## src/include/svm_pkg.sv

```systemverilog
// Shared constants and types for the supply-voltage monitor setup controller
`default_nettype none
package svm_pkg;
	// Clock and default analogue timings
	localparam int CLK_PERIOD_NS     = 25;
	localparam int SETTLE_NS_DEF     = 100000;
	localparam int LSO_PERIOD_NS_DEF = 8000;
	localparam int TIMER_W           = 24;

	// Own register map on the Wishbone side
	localparam logic [7:0] ADR_CMD    = 8'h00;
	localparam logic [7:0] ADR_STATUS = 8'h04;

	// Command register fields
	localparam int CMD_W      = 10;
	localparam int CMD_START  = 0;
	localparam int CMD_MON    = 1;
	localparam int CMD_LEVELS = 2;
	localparam int CMD_FILT   = 3;
	localparam int CMD_RESET  = 4;
	localparam int CMD_COND   = 5;
	localparam int CMD_EDGE   = 6;
	localparam int CMD_DIV_LO = 8;

	// Status register fields
	localparam int ST_BUSY    = 0;
	localparam int ST_DONE    = 1;
	localparam int ST_REFUSED = 2;
	localparam int ST_LEVEL1  = 3;
	localparam int ST_LEVEL2  = 4;
	localparam int ST_VALID   = 5;

	// Device register indexes on the device port
	localparam logic [7:0] DEV_DETECT_ENABLE = 8'h00;
	localparam logic [7:0] DEV_DETECT_STATUS = 8'h01;
	localparam logic [7:0] DEV_MON0_CONTROL  = 8'h02;
	localparam logic [7:0] DEV_MON1_CONTROL  = 8'h03;
	localparam logic [7:0] DEV_EDGE_COUNT    = 8'h04;
	localparam logic [7:0] DEV_PIN_SELECT    = 8'h05;
	localparam logic [7:0] DEV_SYSCLK_CTRL   = 8'h06;

	// Device register bit positions
	localparam int DET0_EN         = 5;
	localparam int DET1_EN         = 6;
	localparam int DET2_EN         = 7;
	localparam int DET2_LEVEL      = 3;
	localparam int CTL_EN          = 0;
	localparam int CTL_FILT_DIS    = 1;
	localparam int CTL_FLAG        = 2;
	localparam int CTL_LEVEL       = 3;
	localparam int CTL_DIV_LO      = 4;
	localparam int CTL_MODE        = 6;
	localparam int CTL_COND        = 7;
	localparam int EDGE_MON1       = 1;
	localparam int PINSEL_COMP     = 0;
	localparam int SYSCLK_OSC_STOP = 4;

	// Filter sampling clock waits before the final enable
	localparam logic [2:0] MON0_SAMPLE_WAIT = 3'h4;
	localparam logic [2:0] MON1_SAMPLE_WAIT = 3'h2;

	typedef enum logic [2:0] {
		OP_NOP    = 3'h0,
		OP_RMW    = 3'h1,
		OP_WR     = 3'h2,
		OP_RD1    = 3'h3,
		OP_RD2    = 3'h4,
		OP_SETTLE = 3'h5,
		OP_SAMPLE = 3'h6,
		OP_END    = 3'h7
	} svm_opkind_t;

	typedef struct packed {
		svm_opkind_t kind;
		logic [7:0]  addr;
		logic [7:0]  setB;
		logic [7:0]  clrB;
		logic [2:0]  samples;
	} svm_op_t;

	typedef enum logic [2:0] {
		ST_IDLE  = 3'h0,
		ST_FETCH = 3'h1,
		ST_RD    = 3'h3,
		ST_PREP  = 3'h7,
		ST_WR    = 3'h5,
		ST_WAIT  = 3'h4
	} svm_state_t;

	typedef struct packed {
		svm_state_t         state;
		logic [3:0]         step;
		logic [CMD_W-1:0]   cmd;
		logic               busy;
		logic               done;
		logic               refused;
		logic               level1;
		logic               level2;
		logic               valid;
		logic               settled;
		logic               wbAck;
		logic [31:0]        wbDat;
		logic               devStb;
		logic               devWe;
		logic [7:0]         devAddr;
		logic [7:0]         devWdata;
		logic [TIMER_W-1:0] waitLen;
		logic [TIMER_W-1:0] waitCyc;
	} svm_regs_t;

	typedef struct packed {
		logic [TIMER_W-1:0] cnt;
		logic               expired;
	} svm_timer_regs_t;

	localparam svm_regs_t       REGS_RST  = '0;
	localparam svm_timer_regs_t TIMER_RST = '0;
endpackage
`default_nettype wire

```

## src/rtl/svm_ctrl.sv

```systemverilog
// Setup sequencer that drives the supply-voltage monitor registers
`default_nettype none
// Overview of operation
// - Monitor-1 level is read only after detection-1 enable and the settling wait.
// - Detect-2 level is read only after detection-2 enable and the settling wait.
// - Monitor-0 filter bypass is set when stop-mode wake is wanted (filter off).
// - Filtered monitor-0 order ends with oscillator on, four sample waits, then the enable.
// - Unfiltered monitor-0 writes condition select 1 and filter-disable 1.
// - Monitor-0 reset enable is written 1 as the last step.
// - Divider, filter-disable and mode go in one write while disabled.
// - Monitor-1 filter bypass is set when stop-mode wake is wanted (filter off).
// - Comparator-function select is cleared before detection 1 is enabled.
// - Filtered monitor-1 waits two sampling clocks before the enable.
// - Monitor-1 crossing flag is cleared to 0 before the final enable.
// - Monitor-1 reset mode forces condition select to 1.
// - Monitor-1 event enable is written 1 as the last step.
// - Monitor-1 divider and filter select go in one write while disabled.
// - Oscillator stop bit is cleared before the filter wait and enable.
// - Edge-count bit is written before mode and condition select go in one write.
module svm_ctrl #(
	parameter int SETTLE_NS     = svm_pkg::SETTLE_NS_DEF,
	parameter int LSO_PERIOD_NS = svm_pkg::LSO_PERIOD_NS_DEF
) (
	// Clock and reset
	input  wire logic        clk_sys,
	input  wire logic        reset_n,
	// Wishbone slave
	input  wire logic        wbCyc,
	input  wire logic        wbStb,
	input  wire logic        wbWe,
	input  wire logic [7:0]  wbAdr,
	input  wire logic [3:0]  wbSel,
	input  wire logic [31:0] wbDatWr,
	output logic             wbAck,
	output logic [31:0]      wbDatRd,
	// Device register port
	output logic             devStb,
	output logic             devWe,
	output logic [7:0]       devAddr,
	output logic [7:0]       devWdata,
	input  wire logic [7:0]  devRdata,
	input  wire logic        devAck
);
	localparam int TW = svm_pkg::TIMER_W;
	localparam int P  = svm_pkg::CLK_PERIOD_NS;
	localparam logic [TW-1:0] SETTLE_CYC = TW'((SETTLE_NS + P - 1) / P);
	localparam logic [TW-1:0] LSO_CYC    = TW'((LSO_PERIOD_NS + P - 1) / P);

	svm_pkg::svm_regs_t r;
	svm_pkg::svm_regs_t n;
	svm_pkg::svm_op_t   op;
	logic [TW-1:0]      waitVal;
	logic               timerLoad;
	logic               timerExpired;
	logic               wbWrite;
	logic               startReq;
	logic [9:0]         newCmd;
	logic [31:0]        rdWord;

	// Filter wait in system clocks: samples times the divided oscillator period
	function automatic logic [TW-1:0] sampleWait(input logic [2:0] samples,
		input logic [1:0] div);
		logic [TW-1:0] period;
		period = LSO_CYC << div;
		return TW'(samples * period);
	endfunction

	// Monitor control byte; a 1 in the flag position leaves the flag alone
	function automatic logic [7:0] ctlByte(input logic en, input logic filtDis,
		input logic flag, input logic [1:0] div, input logic mode, input logic cond);
		logic [7:0] b;
		b = 8'h00;
		b[svm_pkg::CTL_EN] = en;
		b[svm_pkg::CTL_FILT_DIS] = filtDis;
		b[svm_pkg::CTL_FLAG] = flag;
		b[svm_pkg::CTL_DIV_LO +: 2] = div;
		b[svm_pkg::CTL_MODE] = mode;
		b[svm_pkg::CTL_COND] = cond;
		return b;
	endfunction

	function automatic svm_pkg::svm_op_t mkOp(input svm_pkg::svm_opkind_t k,
		input logic [7:0] a, input logic [7:0] s, input logic [7:0] c);
		svm_pkg::svm_op_t o;
		o = '0;
		o.kind = k;
		o.addr = a;
		o.setB = s;
		o.clrB = c;
		return o;
	endfunction

	// One step of the selected setup sequence
	function automatic svm_pkg::svm_op_t stepOp(input logic [9:0] c, input logic [3:0] s);
		svm_pkg::svm_op_t o;
		logic             filt;
		logic [1:0]       dv;
		logic             m0cond;
		logic             m1mode;
		logic             m1cond;
		logic [7:0]       oscMask;
		o = mkOp(svm_pkg::OP_END, 8'h00, 8'h00, 8'h00);
		filt = c[svm_pkg::CMD_FILT];
		dv = c[svm_pkg::CMD_DIV_LO +: 2];
		m0cond = filt ? c[svm_pkg::CMD_COND] : 1'b1;
		m1mode = c[svm_pkg::CMD_RESET];
		m1cond = c[svm_pkg::CMD_RESET] | c[svm_pkg::CMD_COND];
		oscMask = 8'h00;
		oscMask[svm_pkg::SYSCLK_OSC_STOP] = 1'b1;
		if (c[svm_pkg::CMD_LEVELS]) begin
			// Only levels one and two exist to be read
			case (s)
				4'h0: o = mkOp(svm_pkg::OP_RMW, svm_pkg::DEV_DETECT_ENABLE, 8'hC0, 8'h00);
				4'h1: o = mkOp(svm_pkg::OP_SETTLE, 8'h00, 8'h00, 8'h00);
				4'h2: o = mkOp(svm_pkg::OP_RD1, svm_pkg::DEV_MON1_CONTROL, 8'h00, 8'h00);
				4'h3: o = mkOp(svm_pkg::OP_RD2, svm_pkg::DEV_DETECT_STATUS, 8'h00, 8'h00);
				default: o = mkOp(svm_pkg::OP_END, 8'h00, 8'h00, 8'h00);
			endcase
		end else if (!c[svm_pkg::CMD_MON]) begin
			case (s)
				4'h0: o = mkOp(svm_pkg::OP_RMW, svm_pkg::DEV_DETECT_ENABLE, 8'h20, 8'h00);
				4'h1: o = mkOp(svm_pkg::OP_SETTLE, 8'h00, 8'h00, 8'h00);
				// Divider, filter mode and reset mode in one write
				4'h2: o = mkOp(svm_pkg::OP_WR, svm_pkg::DEV_MON0_CONTROL,
					ctlByte(1'b0, ~filt, 1'b1, dv, 1'b1, m0cond), 8'h00);
				4'h3: o = mkOp(svm_pkg::OP_WR, svm_pkg::DEV_MON0_CONTROL,
					ctlByte(1'b0, ~filt, 1'b0, dv, 1'b1, m0cond), 8'h00);
				4'h4: o = filt ? mkOp(svm_pkg::OP_RMW, svm_pkg::DEV_SYSCLK_CTRL, 8'h00, oscMask)
					: mkOp(svm_pkg::OP_NOP, 8'h00, 8'h00, 8'h00);
				4'h5: begin
					o = mkOp(filt ? svm_pkg::OP_SAMPLE : svm_pkg::OP_NOP, 8'h00, 8'h00, 8'h00);
					o.samples = svm_pkg::MON0_SAMPLE_WAIT;
				end
				4'h6: o = mkOp(svm_pkg::OP_WR, svm_pkg::DEV_MON0_CONTROL,
					ctlByte(1'b1, ~filt, 1'b0, dv, 1'b1, m0cond), 8'h00);
				default: o = mkOp(svm_pkg::OP_END, 8'h00, 8'h00, 8'h00);
			endcase
		end else begin
			case (s)
				4'h0: o = mkOp(svm_pkg::OP_RMW, svm_pkg::DEV_PIN_SELECT, 8'h00, 8'h01);
				4'h1: o = mkOp(svm_pkg::OP_RMW, svm_pkg::DEV_DETECT_ENABLE, 8'h40, 8'h00);
				4'h2: o = mkOp(svm_pkg::OP_SETTLE, 8'h00, 8'h00, 8'h00);
				// Divider and filter select in one write
				4'h3: o = mkOp(svm_pkg::OP_WR, svm_pkg::DEV_MON1_CONTROL,
					ctlByte(1'b0, ~filt, 1'b1, dv, 1'b0, 1'b0), 8'h00);
				4'h4: o = mkOp(svm_pkg::OP_RMW, svm_pkg::DEV_EDGE_COUNT,
					{6'h00, c[svm_pkg::CMD_EDGE], 1'b0},
					{6'h00, ~c[svm_pkg::CMD_EDGE], 1'b0});
				4'h5: o = mkOp(svm_pkg::OP_WR, svm_pkg::DEV_MON1_CONTROL,
					ctlByte(1'b0, ~filt, 1'b1, dv, m1mode, m1cond), 8'h00);
				4'h6: o = mkOp(svm_pkg::OP_WR, svm_pkg::DEV_MON1_CONTROL,
					ctlByte(1'b0, ~filt, 1'b0, dv, m1mode, m1cond), 8'h00);
				4'h7: o = filt ? mkOp(svm_pkg::OP_RMW, svm_pkg::DEV_SYSCLK_CTRL, 8'h00, oscMask)
					: mkOp(svm_pkg::OP_NOP, 8'h00, 8'h00, 8'h00);
				4'h8: begin
					o = mkOp(filt ? svm_pkg::OP_SAMPLE : svm_pkg::OP_NOP, 8'h00, 8'h00, 8'h00);
					o.samples = svm_pkg::MON1_SAMPLE_WAIT;
				end
				4'h9: o = mkOp(svm_pkg::OP_WR, svm_pkg::DEV_MON1_CONTROL,
					ctlByte(1'b1, ~filt, 1'b0, dv, m1mode, m1cond), 8'h00);
				default: o = mkOp(svm_pkg::OP_END, 8'h00, 8'h00, 8'h00);
			endcase
		end
		return o;
	endfunction

	svm_timer u_timer (
		.clk_sys   (clk_sys),
		.reset_n   (reset_n),
		.load      (timerLoad),
		.loadValue (waitVal),
		.expired   (timerExpired)
	);

	always_comb begin
		n = r;
		op = stepOp(r.cmd, r.step);
		if (op.kind == svm_pkg::OP_SETTLE) begin
			waitVal = SETTLE_CYC;
		end else begin
			waitVal = sampleWait(op.samples, r.cmd[svm_pkg::CMD_DIV_LO +: 2]);
		end
		timerLoad = (r.state == svm_pkg::ST_FETCH) &&
			((op.kind == svm_pkg::OP_SETTLE) || (op.kind == svm_pkg::OP_SAMPLE));
		wbWrite = wbCyc & wbStb & wbWe & r.wbAck;
		newCmd = r.cmd;
		if (wbSel[0]) begin
			newCmd[7:0] = wbDatWr[7:0];
		end
		if (wbSel[1]) begin
			newCmd[9:8] = wbDatWr[9:8];
		end
		startReq = wbWrite && (wbAdr == svm_pkg::ADR_CMD) && wbSel[0] &&
			wbDatWr[svm_pkg::CMD_START];

		// Wishbone answer one cycle after the request
		n.wbAck = wbCyc & wbStb & ~r.wbAck;
		rdWord = 32'h0000_0000;
		case (wbAdr)
			svm_pkg::ADR_CMD: rdWord[9:0] = {r.cmd[9:1], 1'b0};
			svm_pkg::ADR_STATUS: begin
				rdWord[svm_pkg::ST_BUSY] = r.busy;
				rdWord[svm_pkg::ST_DONE] = r.done;
				rdWord[svm_pkg::ST_REFUSED] = r.refused;
				rdWord[svm_pkg::ST_LEVEL1] = r.level1;
				rdWord[svm_pkg::ST_LEVEL2] = r.level2;
				rdWord[svm_pkg::ST_VALID] = r.valid;
			end
			default: rdWord = 32'h0000_0000;
		endcase
		n.wbDat = n.wbAck ? rdWord : 32'h0000_0000;

		// Sequencer
		case (r.state)
			svm_pkg::ST_IDLE: begin
				n.waitCyc = '0;
			end
			svm_pkg::ST_FETCH: begin
				n.waitCyc = '0;
				n.devAddr = op.addr;
				case (op.kind)
					svm_pkg::OP_NOP: n.step = r.step + 4'h1;
					svm_pkg::OP_RMW, svm_pkg::OP_RD1, svm_pkg::OP_RD2: begin
						n.devStb = 1'b1;
						n.devWe = 1'b0;
						n.state = svm_pkg::ST_RD;
					end
					svm_pkg::OP_WR: begin
						n.devStb = 1'b1;
						n.devWe = 1'b1;
						n.devWdata = op.setB;
						n.state = svm_pkg::ST_WR;
					end
					svm_pkg::OP_SETTLE, svm_pkg::OP_SAMPLE: begin
						n.waitLen = waitVal;
						n.state = svm_pkg::ST_WAIT;
					end
					default: begin
						n.busy = 1'b0;
						n.done = 1'b1;
						n.state = svm_pkg::ST_IDLE;
					end
				endcase
			end
			svm_pkg::ST_RD: begin
				if (devAck) begin
					n.devStb = 1'b0;
					if (op.kind == svm_pkg::OP_RMW) begin
						n.devWdata = (devRdata & ~op.clrB) | op.setB;
						n.state = svm_pkg::ST_PREP;
					end else begin
						if (op.kind == svm_pkg::OP_RD1) begin
							n.level1 = devRdata[svm_pkg::CTL_LEVEL];
						end else begin
							n.level2 = devRdata[svm_pkg::DET2_LEVEL];
							n.valid = 1'b1;
						end
						n.step = r.step + 4'h1;
						n.state = svm_pkg::ST_FETCH;
					end
				end
			end
			svm_pkg::ST_PREP: begin
				n.devStb = 1'b1;
				n.devWe = 1'b1;
				n.state = svm_pkg::ST_WR;
			end
			svm_pkg::ST_WR: begin
				if (devAck) begin
					n.devStb = 1'b0;
					n.devWe = 1'b0;
					n.step = r.step + 4'h1;
					n.state = svm_pkg::ST_FETCH;
				end
			end
			svm_pkg::ST_WAIT: begin
				n.waitCyc = r.waitCyc + 1'b1;
				if (timerExpired) begin
					if (op.kind == svm_pkg::OP_SETTLE) begin
						n.settled = 1'b1;
					end
					n.step = r.step + 4'h1;
					n.state = svm_pkg::ST_FETCH;
				end
			end
			default: n.state = svm_pkg::ST_IDLE;
		endcase

		// Command register; a start while busy is refused
		if (wbWrite && (wbAdr == svm_pkg::ADR_CMD)) begin
			if (r.busy) begin
				if (startReq) begin
					n.refused = 1'b1;
				end
			end else begin
				n.cmd = newCmd;
				n.cmd[svm_pkg::CMD_START] = 1'b0;
				n.refused = 1'b0;
				if (startReq) begin
					n.busy = 1'b1;
					n.done = 1'b0;
					n.settled = 1'b0;
					n.step = 4'h0;
					n.state = svm_pkg::ST_FETCH;
					if (newCmd[svm_pkg::CMD_LEVELS]) begin
						n.valid = 1'b0;
					end
				end
			end
		end
	end

	always_ff @(posedge clk_sys) begin
		if (!reset_n) begin
			r <= svm_pkg::REGS_RST;
		end else begin
			r <= n;
		end
	end

	assign wbAck = r.wbAck;
	assign wbDatRd = r.wbDat;
	assign devStb = r.devStb;
	assign devWe = r.devWe;
	assign devAddr = r.devAddr;
	assign devWdata = r.devWdata;

	property p_m0NoFilt;
		@(posedge clk_sys) disable iff (!reset_n)
		(r.devStb && r.devWe && r.devAddr == svm_pkg::DEV_MON0_CONTROL &&
			!r.cmd[svm_pkg::CMD_FILT]) |->
		(r.devWdata[svm_pkg::CTL_COND] && r.devWdata[svm_pkg::CTL_FILT_DIS]);
	endproperty
	a_m0NoFilt: assert property (p_m0NoFilt) else $error("m0 unfiltered bits wrong");

	property p_m1ResetCond;
		@(posedge clk_sys) disable iff (!reset_n)
		(r.devStb && r.devWe && r.devAddr == svm_pkg::DEV_MON1_CONTROL &&
			r.devWdata[svm_pkg::CTL_MODE]) |-> r.devWdata[svm_pkg::CTL_COND];
	endproperty
	a_m1ResetCond: assert property (p_m1ResetCond) else $error("reset mode cond 0");

	property p_m0Enable;
		@(posedge clk_sys) disable iff (!reset_n)
		(r.devStb && r.devWe && r.devAddr == svm_pkg::DEV_MON0_CONTROL &&
			r.devWdata[svm_pkg::CTL_EN]) |->
		(r.devWdata[svm_pkg::CTL_MODE] && !r.devWdata[svm_pkg::CTL_FLAG] && r.settled);
	endproperty
	a_m0Enable: assert property (p_m0Enable) else $error("m0 enable write bad");

	property p_m1Enable;
		@(posedge clk_sys) disable iff (!reset_n)
		(r.devStb && r.devWe && r.devAddr == svm_pkg::DEV_MON1_CONTROL &&
			r.devWdata[svm_pkg::CTL_EN]) |-> !r.devWdata[svm_pkg::CTL_FLAG];
	endproperty
	a_m1Enable: assert property (p_m1Enable) else $error("m1 enabled, flag set");

	property p_oscOn;
		@(posedge clk_sys) disable iff (!reset_n)
		(r.devStb && r.devWe && r.devAddr == svm_pkg::DEV_SYSCLK_CTRL) |->
		!r.devWdata[svm_pkg::SYSCLK_OSC_STOP];
	endproperty
	a_oscOn: assert property (p_oscOn) else $error("oscillator left stopped");

	property p_m0Wait;
		@(posedge clk_sys) disable iff (!reset_n)
		(r.state == svm_pkg::ST_WAIT && op.kind == svm_pkg::OP_SAMPLE &&
			!r.cmd[svm_pkg::CMD_MON]) |->
		r.waitLen == TW'((LSO_CYC << r.cmd[svm_pkg::CMD_DIV_LO +: 2]) * 4);
	endproperty
	a_m0Wait: assert property (p_m0Wait) else $error("m0 filter wait wrong");

	property p_m1Wait;
		@(posedge clk_sys) disable iff (!reset_n)
		(r.state == svm_pkg::ST_WAIT && op.kind == svm_pkg::OP_SAMPLE &&
			r.cmd[svm_pkg::CMD_MON]) |->
		r.waitLen == TW'((LSO_CYC << r.cmd[svm_pkg::CMD_DIV_LO +: 2]) * 2);
	endproperty
	a_m1Wait: assert property (p_m1Wait) else $error("m1 filter wait wrong");

	property p_waitLength;
		@(posedge clk_sys) disable iff (!reset_n)
		(r.state == svm_pkg::ST_WAIT && timerExpired) |-> (r.waitCyc == r.waitLen);
	endproperty
	a_waitLength: assert property (p_waitLength) else $error("wait ended early");

	property p_level1Read;
		@(posedge clk_sys) disable iff (!reset_n)
		(r.devStb && !r.devWe && r.devAddr == svm_pkg::DEV_MON1_CONTROL) |-> r.settled;
	endproperty
	a_level1Read: assert property (p_level1Read) else $error("level 1 read unsettled");

	property p_level2Read;
		@(posedge clk_sys) disable iff (!reset_n)
		(r.devStb && !r.devWe && r.devAddr == svm_pkg::DEV_DETECT_STATUS) |-> r.settled;
	endproperty
	a_level2Read: assert property (p_level2Read) else $error("level 2 read unsettled");

	property p_devHold;
		@(posedge clk_sys) disable iff (!reset_n)
		(r.devStb && !devAck) |=> (r.devStb && $stable(r.devAddr) && $stable(r.devWe)
			&& $stable(r.devWdata));
	endproperty
	a_devHold: assert property (p_devHold) else $error("device request not held");
endmodule
`default_nettype wire

```

## src/rtl/svm_timer.sv

```systemverilog
// Down-counting wait timer for settling and filter sampling waits
`default_nettype none
module svm_timer (
	// Clock and reset
	input  wire logic                        clk_sys,
	input  wire logic                        reset_n,
	// Load and expiry
	input  wire logic                        load,
	input  wire logic [svm_pkg::TIMER_W-1:0] loadValue,
	output logic                             expired
);
	svm_pkg::svm_timer_regs_t r;
	svm_pkg::svm_timer_regs_t n;

	always_comb begin
		n = r;
		if (load) begin
			n.cnt = loadValue;
			n.expired = 1'b0;
		end else if (r.cnt != '0) begin
			n.cnt = r.cnt - 1'b1;
			n.expired = (r.cnt == {{(svm_pkg::TIMER_W-1){1'b0}}, 1'b1});
		end
	end

	always_ff @(posedge clk_sys) begin
		if (!reset_n) begin
			r <= svm_pkg::TIMER_RST;
		end else begin
			r <= n;
		end
	end

	assign expired = r.expired;
endmodule
`default_nettype wire

```

## config.mk

```make
export PLATFORM = sky130hd
export DESIGN_NAME = svm_ctrl
export DESIGN_NICKNAME = d
export VERILOG_FILES = /design/src/include/svm_pkg.sv /design/src/rtl/svm_ctrl.sv /design/src/rtl/svm_timer.sv
export SDC_FILE = /design/constraint.sdc
export NUM_CORES = 1
export LEC_CHECK = 0
export ABC_AREA = 1
export BUFFER_PORTS_ARGS = -buffer_cell sky130_fd_sc_hd__buf_2
export CAP_MARGIN = 20
export CORE_ASPECT_RATIO = 1.2
export CORE_UTILIZATION = 24
export DETAILED_ROUTE_END_ITERATION = 8
export SLEW_MARGIN = 20
export SYNTH_ARGS = -nofsm -noshare
export SYNTH_HDL_FRONTEND = slang
export SYNTH_SLANG_ARGS = --single-unit
```

## constraint.sdc

```tcl
create_clock -name clk_sys -period 4 [get_ports clk_sys]
set_clock_uncertainty 0.2 [all_clocks]
set_input_delay 0.4 -clock clk_sys [delete_from_list [all_inputs] [get_ports clk_sys]]
set_output_delay 0.4 -clock clk_sys [all_outputs]
set_load 0.01 [all_outputs]
```

======== After elaboration in Yosys (flattened, before gate mapping) ========
Index checks and enable logic that the tools add are counted.
operators by class
  add/subtract/negate cells ............... 2
  $mul .................................... 1
  div/mod/pow operators ................... 0
  $lt $le $gt $ge ......................... 0
  equality and inequality tests ........... 28
  shifts and indexed selects .............. 1
  muxes and demuxes ....................... 51
  bitwise gates (word level) .............. 15
  reductions and logical operators ........ 29
operator list
  operator                 number
  $pmux W30 S10            1
  $pmux W30 S7             1
  $pmux W30 S4             1
  $mux W30                 2
  $mux W25                 2
  $mux W8                  4
  $mux W28                 1
  $mux W7                  4
  $eq A24 B1 Y1 const B    1
  $mul A3 B24 Y24          1
  $mux W24                 1
  $reduce_bool A24 Y1      1
  $shl A9 B2 Y24 const A   1
  $sub A24 B1 Y24 const B  1
  $mux W20                 1
  $mux W19                 1
  $eq A3 B3 Y1 const B     6
  $pmux W3 S6              1
  $eq A4 B3 Y1 const B     4
  $mux W2                  8
  $pmux W4 S4              1
  $pmux W8 S2              1
  $reduce_and A4 Y1        4
  $mux W1                  12
  36 further kinds         66
word-level totals
  register bits ........................... 99
  bits in latches ......................... 0
  memory bits (writable) .................. 0
  bits in read-only memories .............. 0
  logic and storage cells ................. 149
  memories kept ........................... 0

======== Depth between registers and ports, before layout ========
Gate-level depths: netlist (run 1).
  depth in word-level cells ............... 13
  mapped depth ............................ 19
  gate-level depth less buffers ........... 19

======== Cells and area by module ========
From an unflattened synthesis (run 1), not the netlist that was laid out.
second synthesis, totals
  cell total of the unflattened synthesis .. 788
  area, all modules ....................... 5,370.2 um^2
modules (own cells, without submodules)
  module     times used  cells each  area an instance (um^2)  seq. area each (um^2)
  svm_ctrl   1           523         3,622.2                  920.9
  svm_timer  1           265         1,747.9                  500.5

======== Least setup slack after synthesis (run 1) ========
Ideal clock, no wire load.
  path type ............................... register to register
  start ................................... register r[107] (netlist name)
  end ..................................... register u_timer.r[14] (netlist name)
  setup time .............................. 93 ps
  data arrival time ....................... 2,623 ps
  required time ........................... 3,707 ps
  slack ................................... 1,084 ps
  stages on the path, launching flop included .. 16
  period minus slack after synthesis ...... 2,916 ps
  path through ............................ dfxtp_1 buf_2 clkinv_1 nor2_1 inv_1 nor2_1 inv_1 nor2_1 ha_1 ha_1 fa_1 a21oi_1 nor2_1 o21ai_0 nand2_1 o32ai_1
between the ends
  longest elaborated chain between the ends .. 6
  elaborated cells between the ends (all ways) .. 10
  classes of those cells .................. mul: 1; eq/ne: 2; mux: 4; reduce/logical: 3
RTL lines
  element                                                                  RTL line         RTL
  start, declared                                                          svm_ctrl.sv:49   svm_pkg::svm_regs_t r;
  start signal, assigned                                                   svm_ctrl.sv:315  r <= svm_pkg::REGS_RST;
  start signal, assigned                                                   svm_ctrl.sv:317  r <= n;
  $mux W30 (*)                                                             svm_ctrl.sv:119  end else if (!c[svm_pkg::CMD_MON]) begin
  $mux W30 (*)                                                             svm_ctrl.sv:110  if (c[svm_pkg::CMD_LEVELS]) begin
  parallel branches: the longest is 4 deep, another holds $mul A3 B24 Y24  --
  end signal, assigned                                                     svm_timer.sv:28  r <= svm_pkg::TIMER_RST;
  end signal, assigned                                                     svm_timer.sv:30  r <= n;
  end, declared                                                            svm_timer.sv:12  svm_pkg::svm_timer_regs_t r;
Every way passes the cells marked *.
A chain may end at the register's enable or synchronous reset.

======== Worst setup path in the final report (run 1) ========
  start ................................... register r[116] (netlist name)
  end ..................................... register u_timer.r[14] (netlist name)
between the ends
  longest elaborated chain between the ends .. 8
  elaborated cells between the ends (all ways) .. 23
  classes of those cells .................. mul: 1; eq/ne: 11; mux: 7; reduce/logical: 4
RTL lines
  element                                                                  RTL line                          RTL
  $eq A4 B4 Y1 (tied with other cells)                                     svm_ctrl.sv:139                   case (s)
  $pmux W30 S10 / $pmux W30 S7 (equally long branches)                     svm_ctrl.sv:139, svm_ctrl.sv:120
  $mux W30                                                                 svm_ctrl.sv:119
  $mux W30 (*)                                                             svm_ctrl.sv:110
  parallel branches: the longest is 4 deep, another holds $mul A3 B24 Y24  --
Marked as above.

==> summary.md, run 1 <==
The tools report the final cell count without fillers as 978. The maximum number of pins on one net before global-route repair is 29, and the power density of the placed cells is 477 nW/um^2. At the pin with the least slew margin, the transition time is 868 ps. Routability-driven placement finished with a final weighted congestion of 0.843. The quantity of I/O buffers inserted on ports was 57; the count of cells along the worst register-to-register path was 14.

Compared with the post-synthesis result, the final layout area differs by 12.5%. At the end of the flow the core is filled with cells to 27.9%. The number of clock sinks seen by CTS was 71; the routed via count was 4,206. The total of max-cap violations is 0. For this design the static power due to leakage is 0.00238 uW. The clock tree synthesis step divided the H-tree into 3 levels.

In this run the remaining antenna-violating nets after routing total 0. The path class of the tightest hold or removal check is in -> reg. Number of pins with negative max-slew slack in the final report: 0. The worst setup slack before clock tree synthesis was 659 ps. The average routed wire per standard cell was 11.5 microns; the netlist area before placement was 4740 sq um. Dividing the synthesized area by the synthesized cell count gives 6.91 sq um. The critical path capture point type was a register. 109 I/O pins were placed. Cells with a size suffix above 1 make up 15.8% of the layout. Clock-pin slew was measured on the worst setup and hold paths at 60 ps.

The remaining max-slew budget at the tightest pin came out at 41.9%. Global-route usage over all layers: 11.4%. The die is 130 microns wide. After synthesis, the share of flip-flops with an asynchronous set or reset is 0%. The met2 track utilization from global routing was 19.9%.

The tools report the count of unique library cells instantiated by Yosys as 53. The cell count after synthesis came out at 686. Tracing the worst setup path back leads to its startpoint at r[116].

The initial utilization of the core area, before any placement, comes to 24.8%. At the worst endpoint, the required time is 4040 ps. The floorplan die area was 20,300 sq um; the number of antenna violations at the first check in global routing was 1. Setup repair after global routing left no endpoint under its margin. The HPWL after detailed placement is 8680 microns. The root buffer cell chosen for the clock tree is clkbuf_16. TritonCTS built the clock tree. The tools report the type of origin of the critical path as a register. For the initial DRC count, the log shows 234. The repair_antennas step left the layout with diodes totalling 0. The number of global-route vias before repair came out at 3,884. The run finished with clean final reports.

Yosys printed 0 warnings. The most used flip-flop cell after synthesis is dfxtp_1. The final critical-path share of the clock period is 83.7%. For this design, the CTS-stage hold fixing added 0 buffers.

After global routing the overflow that remains totals 0. The die boundary height was 156 microns; the count of unresolved DRC violations after routing was 0. After detailed placement, the design holds a cell count of 963. Across all setup checks in the final design, the least slack found is 650 ps. For this run, global-route usage on met1 was measured as 13.7%.

The worst setup path is of the reg -> reg kind. The post-route setup TNS was 0 ps; the post-CTS setup-driven buffer insertion count was 0. The number of flip-flops and latches in the synthesized netlist is 71. Counting instances, the worst hold path has a depth of 3. The worst-case IR drop observed on VDD is 0.210 mV.

The setup check on the worst reg-to-reg path leaves a slack of 650 ps. The post-cts sizing count came out at 0. The met3 track utilization from global routing is 2.71%. The startpoint of the worst register-to-register path was r[116]. In this run the worst path has a maximum fanout of 8. Most frequent standard cell in the layout excluding fill and tap cells: nor2_1. The worst hold path terminates at r[103]. The endpoint identified for the worst register-to-register timing path is u_timer.r[14]. The first global-routing pass estimated 18,500 microns of wire.

The area of the core came out at 19,100 sq um. In the layout the commonest cells are nor2_1, nand2_1, inv_1, dfxtp_1, buf_2. For the final count of hold timing violations, the log shows 0. After the last flow step, the layout net total stands at 794. The final count of negative-setup-slack endpoints came out at 0.

The average vias per placed instance came out at 4.30. Source of the worst hold timing path: wbDatWr[0]. The latest clock arrival within the worst-skew pair came out at 330 ps.

The layout has 2,121 filler cells. Yosys mapped a number of flops with a built-in enable equal to 0. Row generation in the floorplan step produced 55 rows.

The global routing stage identified its most utilized layer as met2. For the worst setup path, the data arrival time is 3390 ps. The tools report the maximum operating frequency as 299 MHz. Counting along the longest clock path gives a buffer depth of 2. The shortest period the worst path allows works out to 3350 ps. The first TritonRoute pass finished after 4 iterations. The run gives 30.0% as the share of synthesized area occupied by flip-flops and latches. In this run, CTS created clock tree buffers numbering 9.

The aggregate routed wire length was 11,200 microns.
[critical path, cell delays in order, from the launching register on]
cell	delay (ps)
dfxtp_1	390
inv_1	160
ha_1	310
nand3_1	130
nor2_1	240
inv_1	140
nor2_1	150
ha_1	250
ha_1	230
fa_1	400
a21oi_1	150
nor2_1	60
o21ai_0	140
nand2_1	70
o32ai_1	260
[cell families (layout without fill, tap and decap cells)]
kind of cell               Yosys count  in the layout  synth area share [%]
buffers and inverters              145            155                  16.0
xor gates and xnor gates            17             17                  3.14
and+or+nand+nor                    309            309                  29.9
other                                1             27                0.0791
AOI/OAI and AO/OA                  125            125                  16.0
adders and majority gates           18             18                  4.91
DFF                                 71             71                  30.0
[per-stage QoR]
step	hold WS [ps]	instance area [sq um]	total power [uW]
floorplan	216	4840	1570
global placement	231	5010	1680
detailed placement	240	5010	1690
CTS	144	5330	2570
global route	149	5330	2720
finish	145	5330	2540
[layout make-up]
cell class                      count  area, sq um  share of cell area [%]
Tap cell                          256          320                    6.01
Clock buffer                       10          239                    4.48
Clock inverter                      5         82.6                    1.55
Sequential cell                    71         1420                    26.7
Inverter                           81          314                    5.89
Timing Repair Buffer               59          300                    5.63
Multi-Input combinational cell    496         2660                    49.8
[worst max-delay path by stage]
| stage | end | slack [ps] | cells past startpoint |
|---|---|---|---|
| 3_3_place_gp | u_timer.r[14] | 700 | 14 |
| 3_5_place_dp | u_timer.r[14] | 660 | 14 |
| 6_report | u_timer.r[14] | 650 | 14 |
| 5_1_grt | u_timer.r[14] | 340 | 14 |
| 4_1_cts | u_timer.r[14] | 620 | 14 |
| 2_1_floorplan | u_timer.r[14] | 1080 | 15 |
[power breakdown]
part           total [uW]  leakage, uW  switching, uW  internal (uW)
clock                 871     0.000159            311            560
combinational         762      0.00165            451            312
sequential            910     0.000575           89.9            820
[state kept, by name (all words and copies together), names as in the netlist]
register and flops:
devAddr 3, devStb 1, devWdata 8, devWe 1, r 22, u_timer.expired 1, u_timer.r 24, wbAck 1
wbDatRd 10
[routing by layer]
metal	up-vias	share of wire [%]
li1	2248	-
met1	1857	46
met2	89	48
met3	12	4.6
met4	0	1.1
met5	-	0
[cell usage after synthesis, types with 3 or more instances]
cell	number	area [sq um]
o32ai_1	4	35.0
dfxtp_1	71	1420
nand2_2	7	43.8
buf_4	48	360
nand3_1	34	170
nand2_4	4	45.0
clkbuf_1	11	41.3
a211oi_1	10	75.1
o22ai_1	5	31.3
xor2_1	15	131
ha_1	17	213
buf_6	3	33.8
nor2_1	110	413
nor2_2	7	43.8
a31oi_1	4	25.0
a21oi_1	34	170
inv_1	74	278
o211ai_1	3	22.5
nor3_1	18	90.1
a221oi_1	3	26.3
nand4_1	12	75.1
or2_2	3	18.8
nand2_1	103	387
o21ai_0	48	240
Note: power is estimated with default switching activity, not from simulation.
==> run 2, diff against run 1 <==
==> constraint.sdc (replaced) <==
create_clock -name clk_sys -period 3.25 [get_ports clk_sys]
set_clock_uncertainty 0.2 [all_clocks]
set_input_delay 0.325 -clock clk_sys [delete_from_list [all_inputs] [get_ports clk_sys]]
set_output_delay 0.325 -clock clk_sys [all_outputs]
set_load 0.01 [all_outputs]
==> run 2 against run 1 <==
Net effect:
- critical path type unchanged
- clock power rose by 5.6%
- worst hold slack got worse by 78 ps
- critical path depth stayed put
- via count increased by 3.9%
- sequential share of layout area decreased by 0.47 points
- highest routed layer unchanged
- utilization is 0.52 points higher
- design area increased by 1.9%
- wire length increased by 3.2%
- count of clock-buffer cells in the layout is 1 lower
- total power is 17% higher
==> summary.md, run 2 (same netlist as run 1, synthesis figures left out) <==
The cell row count is 55 (unchanged), and the flop-to-flop setup slack is 310 ps (-340 ps). The final critical-path share of the clock period came out at 90.4% (+6.6 points). The run gives 71 (unchanged) as the number of clock sinks seen by CTS. The final cell count without fillers was 999 (+2.1%); the power density of the placed cells was 549 nW/um^2 (+15%). The total instance count after detailed placement was 982 (+2.0%); the internal power consumption was 1910 uW (+13%). The clock-pin transition on the worst setup and hold timing paths was 60 ps (about the same). The sum of internal, switching and leakage power was 2980 uW (+17%). The average routed wire per standard cell works out to 11.6 microns (+1.1%).

The maximum number of pins on one net before global-route repair was 28 (-3.4%). The tools report the floorplan die area as 20,300 sq um (unchanged). The quantity of I/O buffers inserted on ports was 57 (unchanged); the count of unresolved DRC violations after routing was 0 (unchanged). The flip-flop count of the largest register, all copies and words added came out at 24 (unchanged). The maximum vdd drop was 0.195 mV (-7.2%); the layout overhead on the synthesized area was 14.7%. The largest individual stage delay along the critical path comes from the cell fa_1. The initial DRC count came out at 209 (-11%). STA classifies the critical path endpoint as a register. For the number of pins with negative max-slew slack in the final report, the log shows 0 (unchanged).

The run gives 0 (unchanged) as the final count of hold timing violations. Count of cells along the worst register-to-register path: 14 (unchanged). The global-route congestion overflow total was 0 (unchanged); the critical path's largest stage delay was 380 ps (-20 ps). The aggregate routed wire length came out at 11,600 microns (+3.2%).

Net switching power of the design: 1070 uW (+26%). The share of post-route cells with drive strength above 1 was 18.3% (+2.5 points); the number of global-route vias before repair was 3,981 (+2.5%). In this run the critical register-to-register path is launched from r[116]. The library cell used most frequently in the layout, excluding fill and tap cells, is nor2_1. The run gives 340 ps (about the same) as the latest clock arrival within the worst-skew pair. The wire length of the first global-routing pass was 19,400 microns (+4.8%); the static power due to leakage was 0.00245 uW (+2.9%).

The die width is 130 microns (unchanged), and the boundary pin count is 109 (unchanged). Average vias per placed instance: 4.37 (+1.7%). In this run the clock root is driven by a clkbuf_16.

Path type of the worst setup path: reg -> reg. The maximum fanout encountered on the critical timing path is 5 (-3). The library cells used most frequently in the layout, excluding fill and tap cells, are nor2_1, nand2_1, inv_1, dfxtp_1, buf_2.

The min-delay analysis places its worst path in the category in -> reg. The flow ran to the end, and the final reports show no timing, DRC or antenna violations. The last weighted congestion value of the routability-driven placer is 0.847 (+0.52%). The reg-to-reg critical path endpoint was u_timer.r[14]. The post-route setup TNS is 0 ps (unchanged), and the post-CTS setup-driven buffer insertion count is 0 (unchanged). The largest buffer count on any clock path was 2 (unchanged). For the first-pass iteration count of the detailed router, the log shows 5 (+1). The worst setup path is launched from a register. Total of max-cap violations: 0 (unchanged).

The sum of net half-perimeters after detailed placement is 8960 microns (+3.1%), and the switching share of power is 35.9% (+2.4 points). The tools report the global-route usage over all layers as 11.9% (+0.54 points). The run gives 67.1 ps (-78.2 ps) as the worst hold margin.

The tools report the part of the power in registers as 37.6% (+1.8 points). More flip-flops sit in one register than any other, and that register is u_timer.r. The start point of the critical path is r[116]. For the total of hold buffers inserted after clock tree synthesis, the log shows 0 (unchanged). The slew at the pin closest to its max-slew limit is 596 ps (-272 ps), and the number of CTS-inserted buffers is 9 (unchanged).

The portion of total power attributed to the clock network is 30.9% (-3.3 points), and the die boundary height is 156 microns (unchanged). The signal on the critical path passes through inv_1, ha_1, nand3_1, nor2_1, inv_1, nor2_1, ha_1, ha_1, fa_1, a21oi_1, nor2_1, o21ai_0, nand2_1, o32ai_1. The most critical setup path has its endpoint at u_timer.r[14]. For the area of the core, the log shows 19,100 sq um (unchanged).

Remaining antenna violation count after routing: 0 (unchanged). The run gives 3290 ps (-750 ps) as the required time of the critical path. The run gives 340 MHz (+14%) as the maximum operating frequency.

The remaining max-slew budget at the tightest pin is 60.1% (+18 points). The setup slack after layout was 312 ps (-338 ps); the net count of the finished layout was 813 (+2.4%). The shortest period the worst path allows was 2940 ps (-412 ps).

The share of total power in combinational logic is 31.6% (+1.6 points). TritonCTS built the clock tree. The run gives 3 (unchanged) as the H-tree depth. Setup repair after global routing left no endpoint under its margin. The routed via count came out at 4,368 (+3.9%). The number of antenna violations at the first check in global routing is 1 (unchanged), and the worst setup slack before clock tree synthesis is 245 ps (-414 ps).

The final count of negative-setup-slack endpoints came out at 0 (unchanged). For the arrival time at the worst endpoint, the log shows 2980 ps (-410 ps). For the initial core utilization, the log shows 24.8% (unchanged).
==> run 2: changes by cell type in the layout (fill, tap and decap cells not counted), sizes merged <==
cell      change
clkbuf        -1
inv           +2
diode         +1
buf          +19
bufinv        -2
clkinvlp      +2
==> run 2: what timing repair did <==
| action | 4_1_cts | 5_1_grt |
|---|---|---|
| endpoints found under the setup margin | 0 | 2 |
| resized for setup | 0 | 2 |
| endpoints found under the hold margin | 0 | 0 |
==> run 2: worst min path at each step <==
stage	start	cells past startpoint	end	slack, ps
CTS	wbDatWr[0]	3	r[103]	60
global route	wbDatWr[0]	3	r[103]	70
global placement	r[113]	2	wbDatRd[7]	220
detailed placement	r[113]	2	wbDatRd[7]	230
floorplan	r[113]	2	wbDatRd[7]	220
finish	wbDatWr[0]	3	r[103]	70
==> run 2: per-stage QoR <==
step,instance area (sq um),utilization (%)
6_report,5430,28.4
3_5_place_dp,5150,26.9
5_1_grt,5430,28.4
4_1_cts,5430,28.4
3_3_place_gp,5150,26.9
2_1_floorplan,4840,-
==> run 2: worst max-delay path, delay by kind of cell, from the launching register on <==
family / cells / cell delay (ps)
adders and majority gates: 4 / 1010
and+or+nand+nor: 5 / 560
buffers and inverters: 2 / 190
DFF: 1 / 340
AOI/OAI and AO/OA: 3 / 540
==> run 2: power groups by stage <==
stage | Combinational, uW | Clock, uW | Sequential [uW]
2_1_floorplan | 818 | 0 | 1110
6_report | 941 | 920 | 1120
5_1_grt | 1100 | 984 | 1140
3_3_place_gp | 935 | 0 | 1140
4_1_cts | 954 | 950 | 1120
3_5_place_dp | 947 | 0 | 1130
==> run 2: cell type report <==
class | instances | area (sq um)
inverters | 81 | 314
well taps | 256 | 320
clock inverters | 7 | 47.5
flip-flops and latches | 71 | 1420
multi-input cells | 496 | 2660
diodes | 1 | 2.50
repair buffers | 78 | 443
clock buffers | 9 | 225
fillers | 2152 | 13700
==> run 2: routing by layer <==
layer | up-vias | routed length (microns) | track usage (%)
li1 | 2292 | - | -
met1 | 1952 | 5190 | 14.0
met2 | 108 | 5630 | 20.6
met3 | 16 | 569 | 2.85
met4 | 0 | 204 | 4.71
met5 | - | 0 | 0
==> run 3, diff against run 2 <==
--- a/config.mk
+++ b/config.mk
@@ -11,6 +11,7 @@
 export CORE_ASPECT_RATIO = 1.2
 export CORE_UTILIZATION = 24
 export DETAILED_ROUTE_END_ITERATION = 8
+export HOLD_SLACK_MARGIN = 0.12
 export SLEW_MARGIN = 20
 export SYNTH_ARGS = -nofsm -noshare
 export SYNTH_HDL_FRONTEND = slang
==> run 3 against run 2 <==
Net effect:
- clock power about the same
- sequential power about the same
- critical endpoint unchanged
- global-route usage up 0.094 points
- cell count up 1.1%
- highest routed layer unchanged
- wire length up 0.88%
- first-iteration DRC count down 3.8%
==> summary.md, run 3 (same netlist as run 1, synthesis figures left out) <==
The run finished with clean final reports. The run gives 19,100 sq um (unchanged) as the area of the core. The share of post-route cells with drive strength above 1 was 18.1% (-0.27 points).

Startpoint of the worst register-to-register path: r[116]. The logs give 0.00250 uW (+1.8%) for the static power due to leakage and 0 ps (unchanged) for the post-route setup TNS. The global-route congestion overflow total is 0 (unchanged). The most critical setup path has its startpoint at r[116]. The cell area after placement came out at 5150 sq um (unchanged). The flip-flop count of the largest register, all copies and words added is 24 (unchanged), and the cell row count is 55 (unchanged). The average vias per placed instance works out to 4.35 (-0.52%). For the first-pass iteration count of the detailed router, the log shows 4 (-1).

Power density of the placed cells: 539 nW/um^2 (-1.7%). The tools report the type of origin of the critical path as a register. The clock-pin transition on the worst setup and hold timing paths is 60 ps (about the same). The cell chosen for the clock root is clkbuf_16. The die width was 130 microns (unchanged); the sum of net half-perimeters after detailed placement was 8960 microns (unchanged). The flop-to-flop setup slack is 310 ps (about the same). The average routed wire per standard cell is 11.6 microns (-0.22%). The critical path's largest stage delay was 390 ps (about the same); the worst hold margin was 123 ps (+56.2 ps). The most flop-heavy register is u_timer.r. The maximum fanout encountered on the critical timing path came out at 5 (unchanged). The total of max-cap violations was 0 (unchanged); the share of total power in combinational logic was 31.7% (about the same).

STA classifies the critical path endpoint as a register. The switching share of power was 35.8% (-0.10 points). The floorplan die area came out at 20,300 sq um (unchanged). The last weighted congestion value of the routability-driven placer was 0.847 (unchanged). The portion of total power attributed to the clock network was 30.8% (about the same). The final critical-path share of the clock period is 90.6% (+0.22 points).

The run gives 0 (unchanged) as the post-CTS setup-driven buffer insertion count. TritonCTS built the clock tree. The layout overhead on the synthesized area is 17.0%, and the latest clock arrival within the worst-skew pair is 340 ps (about the same). The initial core utilization was 24.8% (unchanged); the net count of the finished layout was 824 (+1.4%). The run gives 245 ps (unchanged) as the worst setup slack before clock tree synthesis. The run gives 0 (unchanged) as the final count of hold timing violations.

The path class of the tightest hold or removal check is in -> reg. The startpoint identified for the worst hold timing path is wbDatWr[9]. The tools report the routed via count as 4,393 (+0.57%). Remaining antenna violation count after routing: 0 (unchanged). Setup slack after layout: 305 ps (-7.04 ps). The tools report the number of CTS-inserted buffers as 9 (unchanged).

The slew at the pin closest to its max-slew limit was 619 ps (+23.4 ps); the number of global-route vias before repair was 4,046 (+1.6%). For the number of clock sinks seen by CTS, the log shows 71 (unchanged). The critical path goes through inv_1, ha_1, nand3_1, nor2_1, inv_1, nor2_1, ha_1, ha_1, fa_1, a21oi_1, nor2_1, o21ai_0, nand2_1, o32ai_1. For the number of pins with negative max-slew slack in the final report, the log shows 0 (unchanged). The part of the power in registers is 37.5% (about the same). For the arrival time at the worst endpoint, the log shows 2990 ps (about the same). The maximum number of pins on one net before global-route repair is 28 (unchanged). For the share of the core filled with cells in the final layout, the log shows 29.0% (+0.58 points). The quantity of I/O buffers inserted on ports works out to 57 (unchanged).

The logs give 1070 uW (about the same) for the net switching power of the design and 3290 ps (about the same) for the required time of the critical path. The wire length of the first global-routing pass is 19,500 microns (+0.92%). The logs give 5540 sq um (+2.0%) for the cell area after layout and 0 (unchanged) for the count of unresolved DRC violations after routing. The library cell used most frequently in the layout, excluding fill and tap cells, is nor2_1. The boundary pin count is 109 (unchanged), and the aggregate routed wire length is 11,700 microns (+0.88%).

The initial DRC count is 201 (-3.8%), and the internal power consumption is 1920 uW (+0.41%). The shortest period the worst path allows works out to 2940 ps (+7.04 ps). The logs give 58.6% (-1.6 points) for the remaining max-slew budget at the tightest pin and 12.0% (+0.094 points) for the global-route usage over all layers.

Final count of negative-setup-slack endpoints: 0 (unchanged). The H-tree depth came out at 3 (unchanged). In the layout the commonest cells are nor2_1, nand2_1, inv_1, dfxtp_1, buf_2.

Maximum vdd drop: 0.194 mV (-0.54%). The maximum operating frequency was 340 MHz (-0.24%). For this design, the slowest cell found on the critical path is fa_1. Setup repair after global routing left no endpoint under its margin. The worst setup path is of the reg -> reg kind. The number of antenna violations at the first check in global routing is 1 (unchanged), and the die boundary height is 156 microns (unchanged).

The tools report the largest buffer count on any clock path as 2 (unchanged).
[run 3: layout make-up]
type,instances,area (sq um)
antenna,1,2.50
clock buffer,9,225
clock inverter,7,47.5
fill,2141,13600
inverter,81,314
multi-input combinational,496,2660
sequential,71,1420
tap,256,320
timing repair buffer,89,553
[run 3: timing repair]
item | 4_1_cts | 5_1_grt
endpoints found under the hold margin | 11 | 0
gates resized for setup | 0 | 2
hold buffers | 11 | 0
setup endpoints to repair | 0 | 2
[run 3: worst paths after layout]
path | end | cells past startpoint
max | u_timer.r[14] | 14
min | r[115] | 3
max reg2reg | u_timer.r[14] | 14
min reg2reg | wbDatRd[7] | 2
[run 3: power groups by stage]
stage / logic [uW] / clock network [uW] / registers [uW]
2_1_floorplan: 818 / 0 / 1110
3_3_place_gp: 935 / 0 / 1140
3_5_place_dp: 947 / 0 / 1130
4_1_cts: 964 / 950 / 1120
5_1_grt: 1110 / 984 / 1140
6_report: 949 / 920 / 1120
[run 3: through the flow]
step	total power, uW	cells
3_5_place_dp	2080	982
2_1_floorplan	1930	712
3_3_place_gp	2070	982
5_1_grt	3230	1009
6_report	2990	1010
4_1_cts	3030	1009
[run 3: per-layer routing]
layer | part of all wire [%] | track usage [%] | vias to the layer above
met5 | 0 | 0 | -
met4 | 1.9 | 4.71 | 0
met3 | 5.0 | 2.81 | 18
met2 | 48 | 20.9 | 115
met1 | 45 | 14.0 | 1945
li1 | - | - | 2315
[run 3: critical path, delay by kind of cell, from the launching register on]
| kind | cells | cell delay [ps] |
|---|---|---|
| AO/OA/AOI/OAI | 3 | 540 |
| adder cells (fa/ha/maj) | 4 | 1020 |
| buffers and inverters | 2 | 190 |
| flip-flops | 1 | 340 |
| AND/OR/NAND/NOR | 5 | 560 |
